==> config.mk <==
export PLATFORM = sky130hd
export DESIGN_NAME = stsem_top
export DESIGN_NICKNAME = d
export VERILOG_FILES = /design/src/rtl/stsem_pkg.sv /design/src/rtl/stsem_evt_if.sv /design/src/rtl/stsem_flags.sv /design/src/rtl/stsem_top.sv
export SDC_FILE = /design/constraint.sdc
export NUM_CORES = 1
export LEC_CHECK = 0
export BUFFER_PORTS_ARGS = -buffer_cell sky130_fd_sc_hd__buf_4
export CORE_AREA = 4 4 65 67
export DETAILED_ROUTE_END_ITERATION = 7
export DIE_AREA = 0 0 69 71
export PLACE_DENSITY = 0.72
export SYNTH_ARGS = -nofsm -noshare
export SYNTH_HDL_FRONTEND = slang
export SYNTH_SLANG_ARGS = --single-unit
==> constraint.sdc <==
create_clock -name sys_clk_in -period 1.9 [get_ports sys_clk_in]
set_clock_uncertainty 0.05 [all_clocks]
set_input_delay 0.285 -clock sys_clk_in [delete_from_list [all_inputs] [get_ports sys_clk_in]]
set_output_delay 0.285 -clock sys_clk_in [all_outputs]
set_load 0.02 [all_outputs]
==> src/rtl/stsem_pkg.sv <==
// Package: register map, fields and encodings of the SPI target semaphore
// Contract
// - Semaphore-won flag, bit 0 at 0x128
// - Link bit makes transaction-done trigger take
// - Enable-set writes ones; reads show enables
// - Enable-clear writes ones; reads show enables
// - Owner field at 0x400: 0 free, 2 engine
// - Owner 1 means CPU; resets to CPU
// - Owner 3 engine holds, CPU take pending
// - Give task at 0x028 frees semaphore for engine
`default_nettype none
package stsem_pkg;
    localparam logic [11:0] TAKE_TASK_OFS = 12'h024;
    localparam logic [11:0] GIVE_TASK_OFS = 12'h028;
    localparam logic [11:0] DONE_FLAG_OFS = 12'h104;
    localparam logic [11:0] RXFULL_FLAG_OFS = 12'h110;
    localparam logic [11:0] WON_FLAG_OFS = 12'h128;
    localparam logic [11:0] LINKS_OFS = 12'h200;
    localparam logic [11:0] IRQ_SET_OFS = 12'h304;
    localparam logic [11:0] IRQ_CLR_OFS = 12'h308;
    localparam logic [11:0] OWNER_OFS = 12'h400;
    localparam int IRQ_DONE_BIT = 0;
    localparam int IRQ_RXFULL_BIT = 1;
    localparam int IRQ_WON_BIT = 2;
    localparam int NUM_EVENTS = 3;
    localparam logic [2:0] IRQ_EN_RESET = 3'h0;
    localparam logic [1:0] OWNER_FREE = 2'h0;
    localparam logic [1:0] OWNER_CPU = 2'h1;
    localparam logic [1:0] OWNER_ENGINE = 2'h2;
    localparam logic [1:0] OWNER_HANDOVER = 2'h3;
    typedef enum logic [3:0] {
        ST_FREE = 4'h1,
        ST_CPU = 4'h2,
        ST_ENGINE = 4'h4,
        ST_HANDOVER = 4'h8
    } stsem_state_type;
endpackage
`default_nettype wire

==> src/rtl/stsem_evt_if.sv <==
// Interface: event flag set and clear strobes between top and flag bank
`timescale 1ns/1ps
`default_nettype none
interface stsem_evt_if;
    logic [2:0] set;
    logic [2:0] clr;
    logic [2:0] flags;
    modport ctrl (output set, output clr, input flags);
    modport bank (input set, input clr, output flags);
endinterface
`default_nettype wire

==> src/rtl/stsem_flags.sv <==
// Sticky event flag bank; a set wins over a clear in the same cycle
`timescale 1ns/1ps
`default_nettype none
module stsem_flags #(
    parameter int N = 3
) (
    input wire logic sys_clk_in,
    input wire logic rst_in,
    stsem_evt_if.bank evt
);
    logic [N-1:0] flag_reg;
    logic [N-1:0] flag_next;
    always_comb begin
        flag_next = (flag_reg & ~evt.clr) | evt.set;
    end
    always_ff @(posedge sys_clk_in) begin
        if (rst_in) begin
            flag_reg <= '0;
        end else begin
            flag_reg <= flag_next;
        end
    end
    assign evt.flags = flag_reg;
endmodule
`default_nettype wire

==> src/rtl/stsem_top.sv <==
// Top: semaphore, event links, interrupt enables and Wishbone slave
`timescale 1ns/1ps
`default_nettype none
module stsem_top (
    // Clock and reset
    input wire logic sys_clk_in,
    input wire logic rst_in,
    // Wishbone slave
    input wire logic wb_cyc_in,
    input wire logic wb_stb_in,
    input wire logic wb_we_in,
    input wire logic [11:0] wb_adr_in,
    input wire logic [3:0] wb_sel_in,
    input wire logic [31:0] wb_dat_in,
    output logic [31:0] wb_dat_out,
    output logic wb_ack_out,
    // Engine side
    input wire logic xfer_done_in,
    input wire logic rx_buffer_full_event_in,
    input wire logic engine_take_in,
    input wire logic engine_give_in,
    output logic engine_owns_out,
    output logic [1:0] semaphore_owner_out,
    // Interrupt
    output logic irq_out
);
    stsem_evt_if evt ();
    stsem_flags #(.N(stsem_pkg::NUM_EVENTS)) u_flags (
        .sys_clk_in(sys_clk_in),
        .rst_in(rst_in),
        .evt(evt)
    );

    logic req;
    logic wr;
    logic [11:0] ofs;
    logic ack_reg;
    logic ack_next;
    logic [31:0] rdat_reg;
    logic [31:0] rdat_next;
    logic link_reg;
    logic link_next;
    logic [2:0] irq_en_reg;
    logic [2:0] irq_en_next;
    stsem_pkg::stsem_state_type st_reg;
    stsem_pkg::stsem_state_type st_next;
    logic take_task;
    logic give_task;
    logic cpu_take;
    logic won;
    logic [1:0] owner;

    // One-cycle answer; ack drops the cycle after it is given
    assign req = wb_cyc_in && wb_stb_in && !ack_reg;
    assign wr = req && wb_we_in && wb_sel_in[0];
    assign ofs = {wb_adr_in[11:2], 2'b00};
    assign take_task = wr && ofs == stsem_pkg::TAKE_TASK_OFS && wb_dat_in[0];
    assign give_task = wr && ofs == stsem_pkg::GIVE_TASK_OFS && wb_dat_in[0];
    assign cpu_take = take_task || (link_reg && xfer_done_in);

    // Semaphore ownership
    always_comb begin
        st_next = st_reg;
        won = 1'b0;
        unique case (st_reg)
            stsem_pkg::ST_FREE: begin
                if (cpu_take) begin
                    st_next = stsem_pkg::ST_CPU;
                    won = 1'b1;
                end else if (engine_take_in) begin
                    st_next = stsem_pkg::ST_ENGINE;
                end
            end
            stsem_pkg::ST_CPU: begin
                if (give_task) begin
                    st_next = stsem_pkg::ST_FREE;
                end
            end
            stsem_pkg::ST_ENGINE: begin
                if (cpu_take && engine_give_in) begin
                    st_next = stsem_pkg::ST_CPU;
                    won = 1'b1;
                end else if (cpu_take) begin
                    st_next = stsem_pkg::ST_HANDOVER;
                end else if (engine_give_in) begin
                    st_next = stsem_pkg::ST_FREE;
                end
            end
            stsem_pkg::ST_HANDOVER: begin
                if (engine_give_in) begin
                    st_next = stsem_pkg::ST_CPU;
                    won = 1'b1;
                end
            end
            default: st_next = stsem_pkg::ST_CPU;
        endcase
    end

    always_comb begin
        unique case (st_reg)
            stsem_pkg::ST_FREE: owner = stsem_pkg::OWNER_FREE;
            stsem_pkg::ST_CPU: owner = stsem_pkg::OWNER_CPU;
            stsem_pkg::ST_ENGINE: owner = stsem_pkg::OWNER_ENGINE;
            default: owner = stsem_pkg::OWNER_HANDOVER;
        endcase
    end

    // Event flags: hardware sets, software writes zero to clear
    always_comb begin
        evt.set = '0;
        evt.clr = '0;
        evt.set[stsem_pkg::IRQ_DONE_BIT] = xfer_done_in;
        evt.set[stsem_pkg::IRQ_RXFULL_BIT] = rx_buffer_full_event_in;
        evt.set[stsem_pkg::IRQ_WON_BIT] = won;
        if (wr && !wb_dat_in[0]) begin
            evt.clr[stsem_pkg::IRQ_DONE_BIT] =
                ofs == stsem_pkg::DONE_FLAG_OFS;
            evt.clr[stsem_pkg::IRQ_RXFULL_BIT] =
                ofs == stsem_pkg::RXFULL_FLAG_OFS;
            evt.clr[stsem_pkg::IRQ_WON_BIT] =
                ofs == stsem_pkg::WON_FLAG_OFS;
        end
    end

    // Configuration registers and read mux
    always_comb begin
        link_next = link_reg;
        irq_en_next = irq_en_reg;
        rdat_next = rdat_reg;
        ack_next = req;
        if (wr && ofs == stsem_pkg::LINKS_OFS) begin
            link_next = wb_dat_in[0];
        end
        if (wr && ofs == stsem_pkg::IRQ_SET_OFS) begin
            irq_en_next = irq_en_reg | wb_dat_in[2:0];
        end
        if (wr && ofs == stsem_pkg::IRQ_CLR_OFS) begin
            irq_en_next = irq_en_reg & ~wb_dat_in[2:0];
        end
        if (req) begin
            unique case (ofs)
                stsem_pkg::DONE_FLAG_OFS:
                    rdat_next = {31'h0, evt.flags[stsem_pkg::IRQ_DONE_BIT]};
                stsem_pkg::RXFULL_FLAG_OFS:
                    rdat_next = {31'h0, evt.flags[stsem_pkg::IRQ_RXFULL_BIT]};
                stsem_pkg::WON_FLAG_OFS:
                    rdat_next = {31'h0, evt.flags[stsem_pkg::IRQ_WON_BIT]};
                stsem_pkg::LINKS_OFS:
                    rdat_next = {31'h0, link_reg};
                stsem_pkg::IRQ_SET_OFS, stsem_pkg::IRQ_CLR_OFS:
                    rdat_next = {29'h0, irq_en_reg};
                stsem_pkg::OWNER_OFS:
                    rdat_next = {30'h0, owner};
                default:
                    rdat_next = 32'h0;
            endcase
        end
    end

    always_ff @(posedge sys_clk_in) begin
        if (rst_in) begin
            st_reg <= stsem_pkg::ST_CPU;
            link_reg <= 1'b0;
            irq_en_reg <= stsem_pkg::IRQ_EN_RESET;
            rdat_reg <= 32'h0;
            ack_reg <= 1'b0;
        end else begin
            st_reg <= st_next;
            link_reg <= link_next;
            irq_en_reg <= irq_en_next;
            rdat_reg <= rdat_next;
            ack_reg <= ack_next;
        end
    end

    assign wb_ack_out = ack_reg;
    assign wb_dat_out = rdat_reg;
    assign semaphore_owner_out = owner;
    assign engine_owns_out = st_reg == stsem_pkg::ST_ENGINE ||
        st_reg == stsem_pkg::ST_HANDOVER;
    assign irq_out = |(evt.flags & irq_en_reg);
endmodule
`default_nettype wire

==> results of run 1 <==
power by group:
group / internal [mW] / leakage [nW] / switching [mW]
Combinational: 0.0533 / 0.472 / 0.104
Clock: 0.145 / 0.0255 / 0.114
Sequential: 0.321 / 0.122 / 0.00415
Total: 0.520 / 0.619 / 0.222
layer usage:
metal  up-vias  wire (microns)
li1        550               -
met1       483            1230
met2        40            1230
met3         2             230
met4         0              19
met5         -               0
cells by family after synthesis:
group           Yosys count  synth area share, %
simple gates             60                 30.3
flops                    15                 24.2
buf+inv                  39                 21.6
xor+xnor                  2                 1.41
compound gates           38                 21.4
mux                       1                0.806
other cells               1                0.302
worst max-delay path: stages (launching register included):
cell and delay [ns]:
dfxtp_1 0.39, nand2b_1 0.23, a211o_1 0.35, buf_4 0.17
worst paths after layout:
| check | startpoint | to | slack [ns] | cells after the start |
|---|---|---|---|---|
| max | st_reg[2]$_SDFFE_PP0P_ | semaphore_owner_out[0] | 0.18 | 3 |
| max reg2reg | wb_ack_out$_SDFF_PP0_ | u_flags.evt.flags[2]$_SDFF_PP0_ | 0.26 | 5 |
| min | engine_give_in | st_reg[3]$_SDFFE_PP0P_ | 0.20 | 2 |
| min reg2reg | wb_dat_out[2]$_SDFFE_PP0N_ | wb_dat_out[2]$_SDFFE_PP0N_ | 0.41 | 2 |
layout make-up:
class,instances,share of cell area [%]
clock inverters,1,0.351
repair buffers,30,15.8
clock buffers,3,2.90
flip-flops and latches,15,21.1
multi-input cells,130,54.6
inverters,4,1.05
well taps,48,4.21
synthesized netlist by cell type, types with 2 or more instances:
master	instances	share of area (%)
a211oi_1	2	1.2
a21oi_1	9	3.6
a31o_1	3	2.1
a32oi_1	2	1.4
and2_4	2	1.4
buf_4	30	18
clkbuf_1	3	0.91
dfxtp_1	15	24
inv_1	4	1.2
nand2_1	8	2.4
nand2b_1	6	3.0
nand3_1	5	2.0
nand3b_1	3	1.8
nor2_1	15	4.5
nor2b_1	6	3.0
nor3_1	3	1.2
o21ai_0	4	1.6
o21ai_1	4	1.6
==> impl_metrics.env, run 1 <==
export IMPL_cts_sinks=15
export IMPL_holdWs_ns=0.196
export IMPL_critPathArrivalTime_ns=1.39
export IMPL_die_x_microns=69
export IMPL_layout_common_cells="buf_4, conb_1, nor2_1, dfxtp_1, a21oi_1"
export IMPL_p_total_mw=0.741
export IMPL_synthDistinctLibCells=50
export IMPL_rsz0062_at_grt="false"
export IMPL_top_usage_layer="met2"
export IMPL_avgSynthCellArea_sq_um=7.96
export IMPL_final_common_cell="buf_4"
export IMPL_setup_slack_ns=0.178
export IMPL_fin_crit_sh_pct=90.6
export IMPL_vias=1075
export IMPL_grtUsageTotal_pct=10.5
export IMPL_antenna_found_initial=0
export IMPL_worstHoldPathType="input port to flop"
export IMPL_max_freq_mhz=581
export IMPL_htree_levels=1
export IMPL_cts_setup_buffers=0
export IMPL_hpwl_mm=2.24
export IMPL_start_kind="flop"
export IMPL_p_leak_nw=0.619
export IMPL_ant_nets=0
export IMPL_grt_ovfl_total=0
export IMPL_insertion_delay_ns=0.25
export IMPL_syn2layout_area_growth_pct=14.8
export IMPL_stdcell_count=231
export IMPL_clock_root_buffer="clkbuf_8"
export IMPL_synth_enable_flop_cells=0
export IMPL_placed_area_sq_mm=0.00138
export IMPL_grt_pass1_wl_mm=4.32
export IMPL_netlist_area_sq_mm=0.00124
export IMPL_wirelength_mm=2.71
export IMPL_final_util_pct=39.2
export IMPL_setup_viol=0
export IMPL_crit_path_end_kind="output pin"
export IMPL_cts_resized=0
export IMPL_nets=241
export IMPL_final_layout_size_suffix_gt1_share_pct=24.0
export IMPL_via_per_inst=4.65
export IMPL_cts_path_max_buffers=2
export IMPL_use_met2_pct=16.8
export IMPL_slew_violations=0
export IMPL_maxCapViolations=0
export IMPL_seq_area_sq_um=300
export IMPL_pin_count=94
export IMPL_critical_path_class="flop to output pin"
export IMPL_synthArstFlopShare_pct=0
export IMPL_cp_max_fo=9
export IMPL_cts_tree="yes"
export IMPL_status="completed"
export IMPL_start_util_pct=34.2
export IMPL_post_route_min_period_ns=1.72
export IMPL_hold_viol_final=0
export IMPL_fillers=407
export IMPL_synth_seq_cells=15
export IMPL_powerDensity_mw_per_mm2=520
export IMPL_die_area_sq_mm=0.00490
export IMPL_gr_usage_met1_pct=13.6
export IMPL_multiInputGateArea_sq_um=778
export IMPL_grt_pass1_vias=967
export IMPL_synth_seq_area_share_pct=24.2
export IMPL_placementRows=22
export IMPL_place_inst=227
export IMPL_drc=0
export IMPL_tns_ns=0
export IMPL_wire_per_inst_microns=11.7
export IMPL_critical_path_required_ns=1.56
export IMPL_gp_congestion=0.838
export IMPL_cts_hold_buf=0
export IMPL_numCtsBuffers=3
export IMPL_die_y_microns=71
export IMPL_netlist_instances=156
export IMPL_design_area_sq_mm=0.00143
export IMPL_first_pass_iters=6
export IMPL_grt_max_degree=17
export IMPL_yosys_warnings=0
export IMPL_io_buffer_count=30
export IMPL_cts_reportedPaths_clkPinSlew_ns=0.06
export IMPL_pre_cts_ws_ns=0.188
export IMPL_grtUsageMet3_pct=3.69
export IMPL_vdd_drop_max_uv=170
export IMPL_synth_flop_cell="dfxtp_1"
export IMPL_core_area_sq_mm=0.00363
export IMPL_num_antenna_cells=0
export IMPL_first_iter_violations=64
(Power assumes the default switching activity.)
==> run 2, diff against run 1 <==
--- a/config.mk
+++ b/config.mk
@@ -5,11 +5,12 @@
 export SDC_FILE = /design/constraint.sdc
 export NUM_CORES = 1
 export LEC_CHECK = 0
-export BUFFER_PORTS_ARGS = -buffer_cell sky130_fd_sc_hd__buf_4
+export BUFFER_PORTS_ARGS = -buffer_cell sky130_fd_sc_hd__buf_2
 export CORE_AREA = 4 4 65 67
 export DETAILED_ROUTE_END_ITERATION = 7
 export DIE_AREA = 0 0 69 71
 export PLACE_DENSITY = 0.72
+export RECOVER_POWER = 25
 export SYNTH_ARGS = -nofsm -noshare
 export SYNTH_HDL_FRONTEND = slang
 export SYNTH_SLANG_ARGS = --single-unit
==> run 2 against run 1 <==
Against the previous run: sequential share of layout area up 1.3 points; routed wire length up 1.5%; worst setup slack better by 0.0051 ns; flip-flop and latch count unchanged; critical path type unchanged; non-clock buffer count unchanged; sequential power about the same; core utilization down 2.2 points.
==> impl_metrics.env, run 2 (same netlist as run 1, synthesis figures left out) <==
export IMPL_status="completed"
export IMPL_placed_area_sq_mm=0.00130
export IMPL_clock_root_buffer="clkbuf_8"
export IMPL_num_antenna_cells=0
export IMPL_insertion_delay_ns=0.24
export IMPL_via_per_inst=4.65
export IMPL_r2r_start="wb_ack_out$_SDFF_PP0_"
export IMPL_crit_start="st_reg[2]$_SDFFE_PP0P_"
export IMPL_cts_setup_buffers=0
export IMPL_p_leak_nw=0.579
export IMPL_maxCapViolations=0
export IMPL_layout_common_cells="conb_1, buf_2, nor2_1, dfxtp_1, a21oi_1"
export IMPL_crit_end="semaphore_owner_out[0]"
export IMPL_use_met2_pct=16.4
export IMPL_pwr_share_comb_pct=19.6
export IMPL_grt_pass1_vias=967
export IMPL_top_usage_layer="met2"
export IMPL_path_buf_inv=1
export IMPL_drc=0
export IMPL_grtUsageTotal_pct=10.5
export IMPL_power_switching_mw=0.219
export IMPL_cp_max_fo=9
export IMPL_cts_sinks=15
export IMPL_crit_path_end_kind="output pin"
export IMPL_vdd_drop_max_uv=207
export IMPL_hold_start="wb_dat_in[2]"
export IMPL_post_route_min_period_ns=1.72
export IMPL_worstHoldPathType="input port to flop"
export IMPL_seq_area_sq_um=300
export IMPL_rsz0062_at_grt="false"
export IMPL_p_seq_share_pct=44.8
export IMPL_cp_slowest_cell="dfxtp_1"
export IMPL_final_layout_size_suffix_gt1_share_pct=21.3
export IMPL_start_kind="flop"
export IMPL_io_buffer_count=30
export IMPL_multiInputGateArea_sq_um=778
export IMPL_cts_tree="yes"
export IMPL_core_area_sq_mm=0.00363
export IMPL_grt_max_degree=17
export IMPL_setup_viol=0
export IMPL_cts_path_max_buffers=2
export IMPL_critical_path_required_ns=1.56
export IMPL_nets=241
export IMPL_tns_ns=0
export IMPL_setup_slack_ns=0.183
export IMPL_fin_crit_sh_pct=90.4
export IMPL_final_util_pct=37.0
export IMPL_first_pass_iters=4
export IMPL_ff2ff_setup_slack_ns=0.21
export IMPL_holdWs_ns=0.221
export IMPL_max_freq_mhz=582
export IMPL_crit_cells=3
export IMPL_hpwl_mm=2.23
export IMPL_r2r_end="u_flags.evt.flags[2]$_SDFF_PP0_"
export IMPL_crit_path_max_incr_delay_ns=0.39
export IMPL_critPathArrivalTime_ns=1.38
export IMPL_gr_usage_met1_pct=13.8
export IMPL_vias=1073
export IMPL_pwr_share_clk_pct=35.6
export IMPL_die_y_microns=71
export IMPL_p_int_mw=0.507
export IMPL_htree_levels=1
export IMPL_start_util_pct=34.2
export IMPL_ant_nets=0
export IMPL_cts_resized=0
export IMPL_cts_reportedPaths_clkPinSlew_ns=0.06
export IMPL_pre_cts_ws_ns=0.200
export IMPL_r2r_cells=5
export IMPL_wirelength_mm=2.75
export IMPL_hold_viol_final=0
export IMPL_numCtsBuffers=3
export IMPL_slew_violations=0
export IMPL_design_area_sq_mm=0.00134
export IMPL_path_delay_family="flip-flops"
export IMPL_syn2layout_area_growth_pct=8.27
export IMPL_fillers=404
export IMPL_final_common_cell="conb_1"
export IMPL_placementRows=22
export IMPL_die_x_microns=69
export IMPL_antenna_found_initial=0
export IMPL_grt_ovfl_total=0
export IMPL_powerDensity_mw_per_mm2=540
export IMPL_switching_share_pct=30.2
export IMPL_first_iter_violations=94
export IMPL_worstPathCellList="nand2b_1 -> a211o_1 -> buf_2"
export IMPL_pin_count=94
export IMPL_critical_path_class="flop to output pin"
export IMPL_gp_congestion=0.851
export IMPL_grt_pass1_wl_mm=4.34
export IMPL_grtUsageMet3_pct=3.84
export IMPL_cts_hold_buf=0
export IMPL_die_area_sq_mm=0.00490
export IMPL_wire_per_inst_microns=11.9
-- run 2: cell count changes in the layout (fill, tap and decap cells not counted) --
cell	before	now
buf_4	30	0
buf_2	0	26
clkbuf_1	0	5
clkinv_2	1	0
-- run 2: cell type report --
type / count / share of cell area (%)
Sequential cell: 15 / 22.3
Timing Repair Buffer: 30 / 10.8
Multi-Input combinational cell: 130 / 57.9
Tap cell: 48 / 4.47
Inverter: 4 / 1.12
Clock buffer: 4 / 3.35
-- run 2: worst min-delay path by stage --
| stage | end | slack [ns] | depth (start not counted) |
|---|---|---|---|
| after CTS | flop | 0.22 | 2 |
| after floorplan | st_reg[3]$_SDFFE_PP0P_ | 0.31 | 1 |
| after global placement | wb_dat_out[2]$_SDFFE_PP0N_ | 0.40 | 2 |
| final | flop | 0.22 | 2 |
| after detailed placement | wb_dat_out[2]$_SDFFE_PP0N_ | 0.41 | 2 |
| after global routing | st_reg[3]$_SDFFE_PP0P_ | 0.24 | 2 |
-- run 2: routing by layer --
metal / vias up / share of wire [%]
li1: 547 / -
met1: 483 / 45
met2: 41 / 45
met3: 2 / 9.2
met4: 0 / 0.22
met5: - / 0
-- run 2: power groups by stage --
stage               Clock (mW)  Combinational, mW  Sequential [mW]
finish                   0.258              0.142            0.325
global route             0.276              0.155            0.326
CTS                      0.261              0.142            0.325
detailed placement           0              0.141            0.332
global placement             0              0.139            0.332
floorplan                    0              0.135            0.335
-- run 2: per-stage QoR --
step	cells	power (mW)
floorplan	184	0.470
global placement	227	0.471
detailed placement	227	0.473
CTS	231	0.727
global route	231	0.756
finish	231	0.726
==> run 3, diff against run 2 <==
--- a/config.mk
+++ b/config.mk
@@ -5,11 +5,12 @@
 export SDC_FILE = /design/constraint.sdc
 export NUM_CORES = 1
 export LEC_CHECK = 0
+export ABC_AREA = 1
 export BUFFER_PORTS_ARGS = -buffer_cell sky130_fd_sc_hd__buf_2
-export CORE_AREA = 4 4 65 67
+export CORE_AREA = 4 4 66 68
 export DETAILED_ROUTE_END_ITERATION = 7
-export DIE_AREA = 0 0 69 71
-export PLACE_DENSITY = 0.72
+export DIE_AREA = 0 0 70 72
+export PLACE_DENSITY = 0.71
 export RECOVER_POWER = 25
 export SYNTH_ARGS = -nofsm -noshare
 export SYNTH_HDL_FRONTEND = slang
==> run 3 against run 2 <==
Against the previous run: register-to-register slack improved by 0.21 ns; die area rose by 2.9%; worst hold slack worse by 0.0024 ns; largest power group is now combinational cells; critical endpoint unchanged; largest cell class unchanged; total power increased by 40%; global-route usage grew 1.1 points; routed wire length grew 3.7%; worst setup slack improved by 0.032 ns; critical path depth increased by 2.
==> impl_metrics.env, run 3 <==
export IMPL_hold_depth=3
export IMPL_synth_most_common_cell="nand2_1"
export IMPL_wirelength_mm=2.85
export IMPL_placementRows=23
export IMPL_max_freq_mhz=594
export IMPL_cts_hold_buf=0
export IMPL_ys_top_cells_by_count="nand2_1, buf_4, inv_1"
export IMPL_synth_seq_area_share_pct=23.4
export IMPL_final_layout_size_suffix_gt1_share_pct=18.0
export IMPL_cts_setup_buffers=0
export IMPL_synthDistinctLibCells=21
export IMPL_grt_ovfl_total=0
export IMPL_crit_path_end_kind="output pin"
export IMPL_switching_share_pct=39.2
export IMPL_cts_path_max_buffers=2
export IMPL_drc=0
export IMPL_grt_max_degree=10
export IMPL_yosys_warnings=0
export IMPL_syn2layout_area_growth_pct=11.6
export IMPL_netlist_area_sq_mm=0.00128
export IMPL_hold_start="rx_buffer_full_event_in"
export IMPL_synth_top_cell_by_area="dfxtp_1"
export IMPL_cts_reportedPaths_clkPinSlew_ns=0.07
export IMPL_critical_path_class="flop to output pin"
export IMPL_worstHoldPathType="input port to flop"
export IMPL_die_x_microns=70
export IMPL_pin_count=94
export IMPL_nets=302
export IMPL_io_buffer_count=30
export IMPL_pwr_share_clk_pct=26.2
export IMPL_setup_viol=0
export IMPL_r2r_start="wb_ack_out$_SDFF_PP0_"
export IMPL_start_util_pct=33.3
export IMPL_p_seq_share_pct=34.7
export IMPL_slew_violations=0
export IMPL_p_int_mw=0.619
export IMPL_first_pass_iters=4
export IMPL_first_iter_violations=60
export IMPL_fin_crit_sh_pct=88.7
export IMPL_power_switching_mw=0.399
export IMPL_synth_area_leaders="dfxtp_1, buf_4, nand2_1"
export IMPL_critical_path_required_ns=1.56
export IMPL_layout_common_cells="nand2_1, conb_1, inv_1"
export IMPL_wire_per_inst_microns=9.70
export IMPL_gp_congestion=0.805
export IMPL_insertion_delay_ns=0.25
export IMPL_powerDensity_mw_per_mm2=710
export IMPL_start_kind="flop"
export IMPL_r2r_end="st_reg[2]$_SDFFE_PP0P_"
export IMPL_pre_cts_ws_ns=0.378
export IMPL_hold_viol_final=0
export IMPL_antenna_found_initial=0
export IMPL_r2r_cells=8
export IMPL_min_delay_worst_endpoint="u_flags.evt.flags[1]$_SDFF_PP0_"
export IMPL_avgSynthCellArea_sq_um=6.12
export IMPL_synth_enable_flop_cells=0
export IMPL_cts_tree="yes"
export IMPL_cts_sinks=15
export IMPL_place_inst=290
export IMPL_post_route_min_period_ns=1.68
export IMPL_tns_ns=0
export IMPL_grt_pass1_wl_mm=4.70
export IMPL_hpwl_mm=2.41
export IMPL_pwr_share_comb_pct=39.0
export IMPL_cts_resized=0
export IMPL_core_area_sq_mm=0.00386
export IMPL_ff2ff_setup_slack_ns=0.42
export IMPL_die_area_sq_mm=0.00504
export IMPL_stdcell_count=294
export IMPL_clock_root_buffer="clkbuf_8"
export IMPL_via_per_inst=4.30
export IMPL_vdd_drop_max_uv=485
export IMPL_num_antenna_cells=0
export IMPL_synth_flop_cell="dfxtp_1"
export IMPL_yosys_area_top_type_share_pct=23.4
export IMPL_synth_seq_cells=15
export IMPL_p_leak_nw=0.716
export IMPL_rsz0062_at_grt="false"
export IMPL_ant_nets=0
export IMPL_die_y_microns=72
export IMPL_synthArstFlopShare_pct=0
export IMPL_grtUsageTotal_pct=11.5
export IMPL_grt_pass1_vias=1134
export IMPL_final_common_cell="nand2_1"
export IMPL_cp_max_fo=4
export IMPL_maxCapViolations=0
export IMPL_critPathArrivalTime_ns=1.35
export IMPL_numCtsBuffers=3
export IMPL_vias=1264
export IMPL_htree_levels=1
export IMPL_setup_slack_ns=0.215
export IMPL_final_util_pct=37.2
export IMPL_netlist_instances=210
export IMPL_status="completed"
run 3: cell count changes after synthesis, moves of 4 or more:
| cell | change |
|---|---|
| nand2_1 | +42 |
| inv_1 | +24 |
| nor2_1 | +12 |
| nand3_1 | +11 |
| nand2b_1 | -6 |
| nor2b_1 | -6 |
| nor2_4 | +4 |
| o21ai_0 | +4 |
run 3: kinds of logic (layout without fill, tap and decap cells):
family | count (synthesis) | count (layout) | share of synthesized area [%]
buf+inv | 58 | 64 | 25.4
flops | 15 | 15 | 23.4
compound gates | 24 | 24 | 10.9
simple gates | 112 | 112 | 40.0
other cells | 1 | 29 | 0.292
run 3: per-stage QoR:
stage,total power [mW],hold WS (ns),area [sq um]
3_5_place_dp,0.755,0.402,1390
5_1_grt,1.09,0.246,1430
6_report,1.02,0.219,1430
2_1_floorplan,0.686,0.304,1390
4_1_cts,1.03,0.223,1440
3_3_place_gp,0.751,0.404,1390
run 3: worst max path at each step:
stage	slack [ns]	endpoint	from	cells past startpoint
after floorplan	0.39	wb_dat_out[1]$_SDFFE_PP0N_	st_reg[3]$_SDFFE_PP0P_	8
after global placement	0.40	link_reg$_SDFFE_PP0P_	wb_adr_in[4]	7
after detailed placement	0.38	st_reg[0]$_SDFFE_PP0P_	wb_cyc_in	8
after CTS	0.22	semaphore_owner_out[0]	st_reg[3]$_SDFFE_PP0P_	5
after global routing	0.11	semaphore_owner_out[1]	st_reg[2]$_SDFFE_PP0P_	5
final	0.22	semaphore_owner_out[0]	st_reg[3]$_SDFFE_PP0P_	5
run 3: power by group through the flow:
stage               Combinational [mW]  Clock [mW]  Sequential, mW
CTS                              0.396       0.280           0.353
detailed placement               0.395           0           0.360
global route                     0.443       0.291           0.357
floorplan                        0.326           0           0.360
finish                           0.398       0.267           0.354
global placement                 0.391           0           0.360
run 3: area by class of cell:
type | instances | area [sq um]
clock buffers | 3 | 41.3
clock inverters | 1 | 5.00
fillers | 453 | 2420
inverters | 29 | 109
multi-input cells | 165 | 763
flip-flops and latches | 15 | 300
well taps | 50 | 62.6
repair buffers | 31 | 153
run 3: critical path, cell delays in order (launching register included):
cell and delay (ns):
dfxtp_1 0.39, nor2_1 0.06, nand2_1 0.10, inv_1 0.07, a21oi_1 0.26, buf_2 0.23
run 3: metal layers:
layer,vias up,wire length [microns],GRT usage [%]
li1,670,-,-
met1,550,1260,12.9
met2,40,1340,20.8
met3,4,217,3.74
met4,0,34,3.83
met5,-,0,0
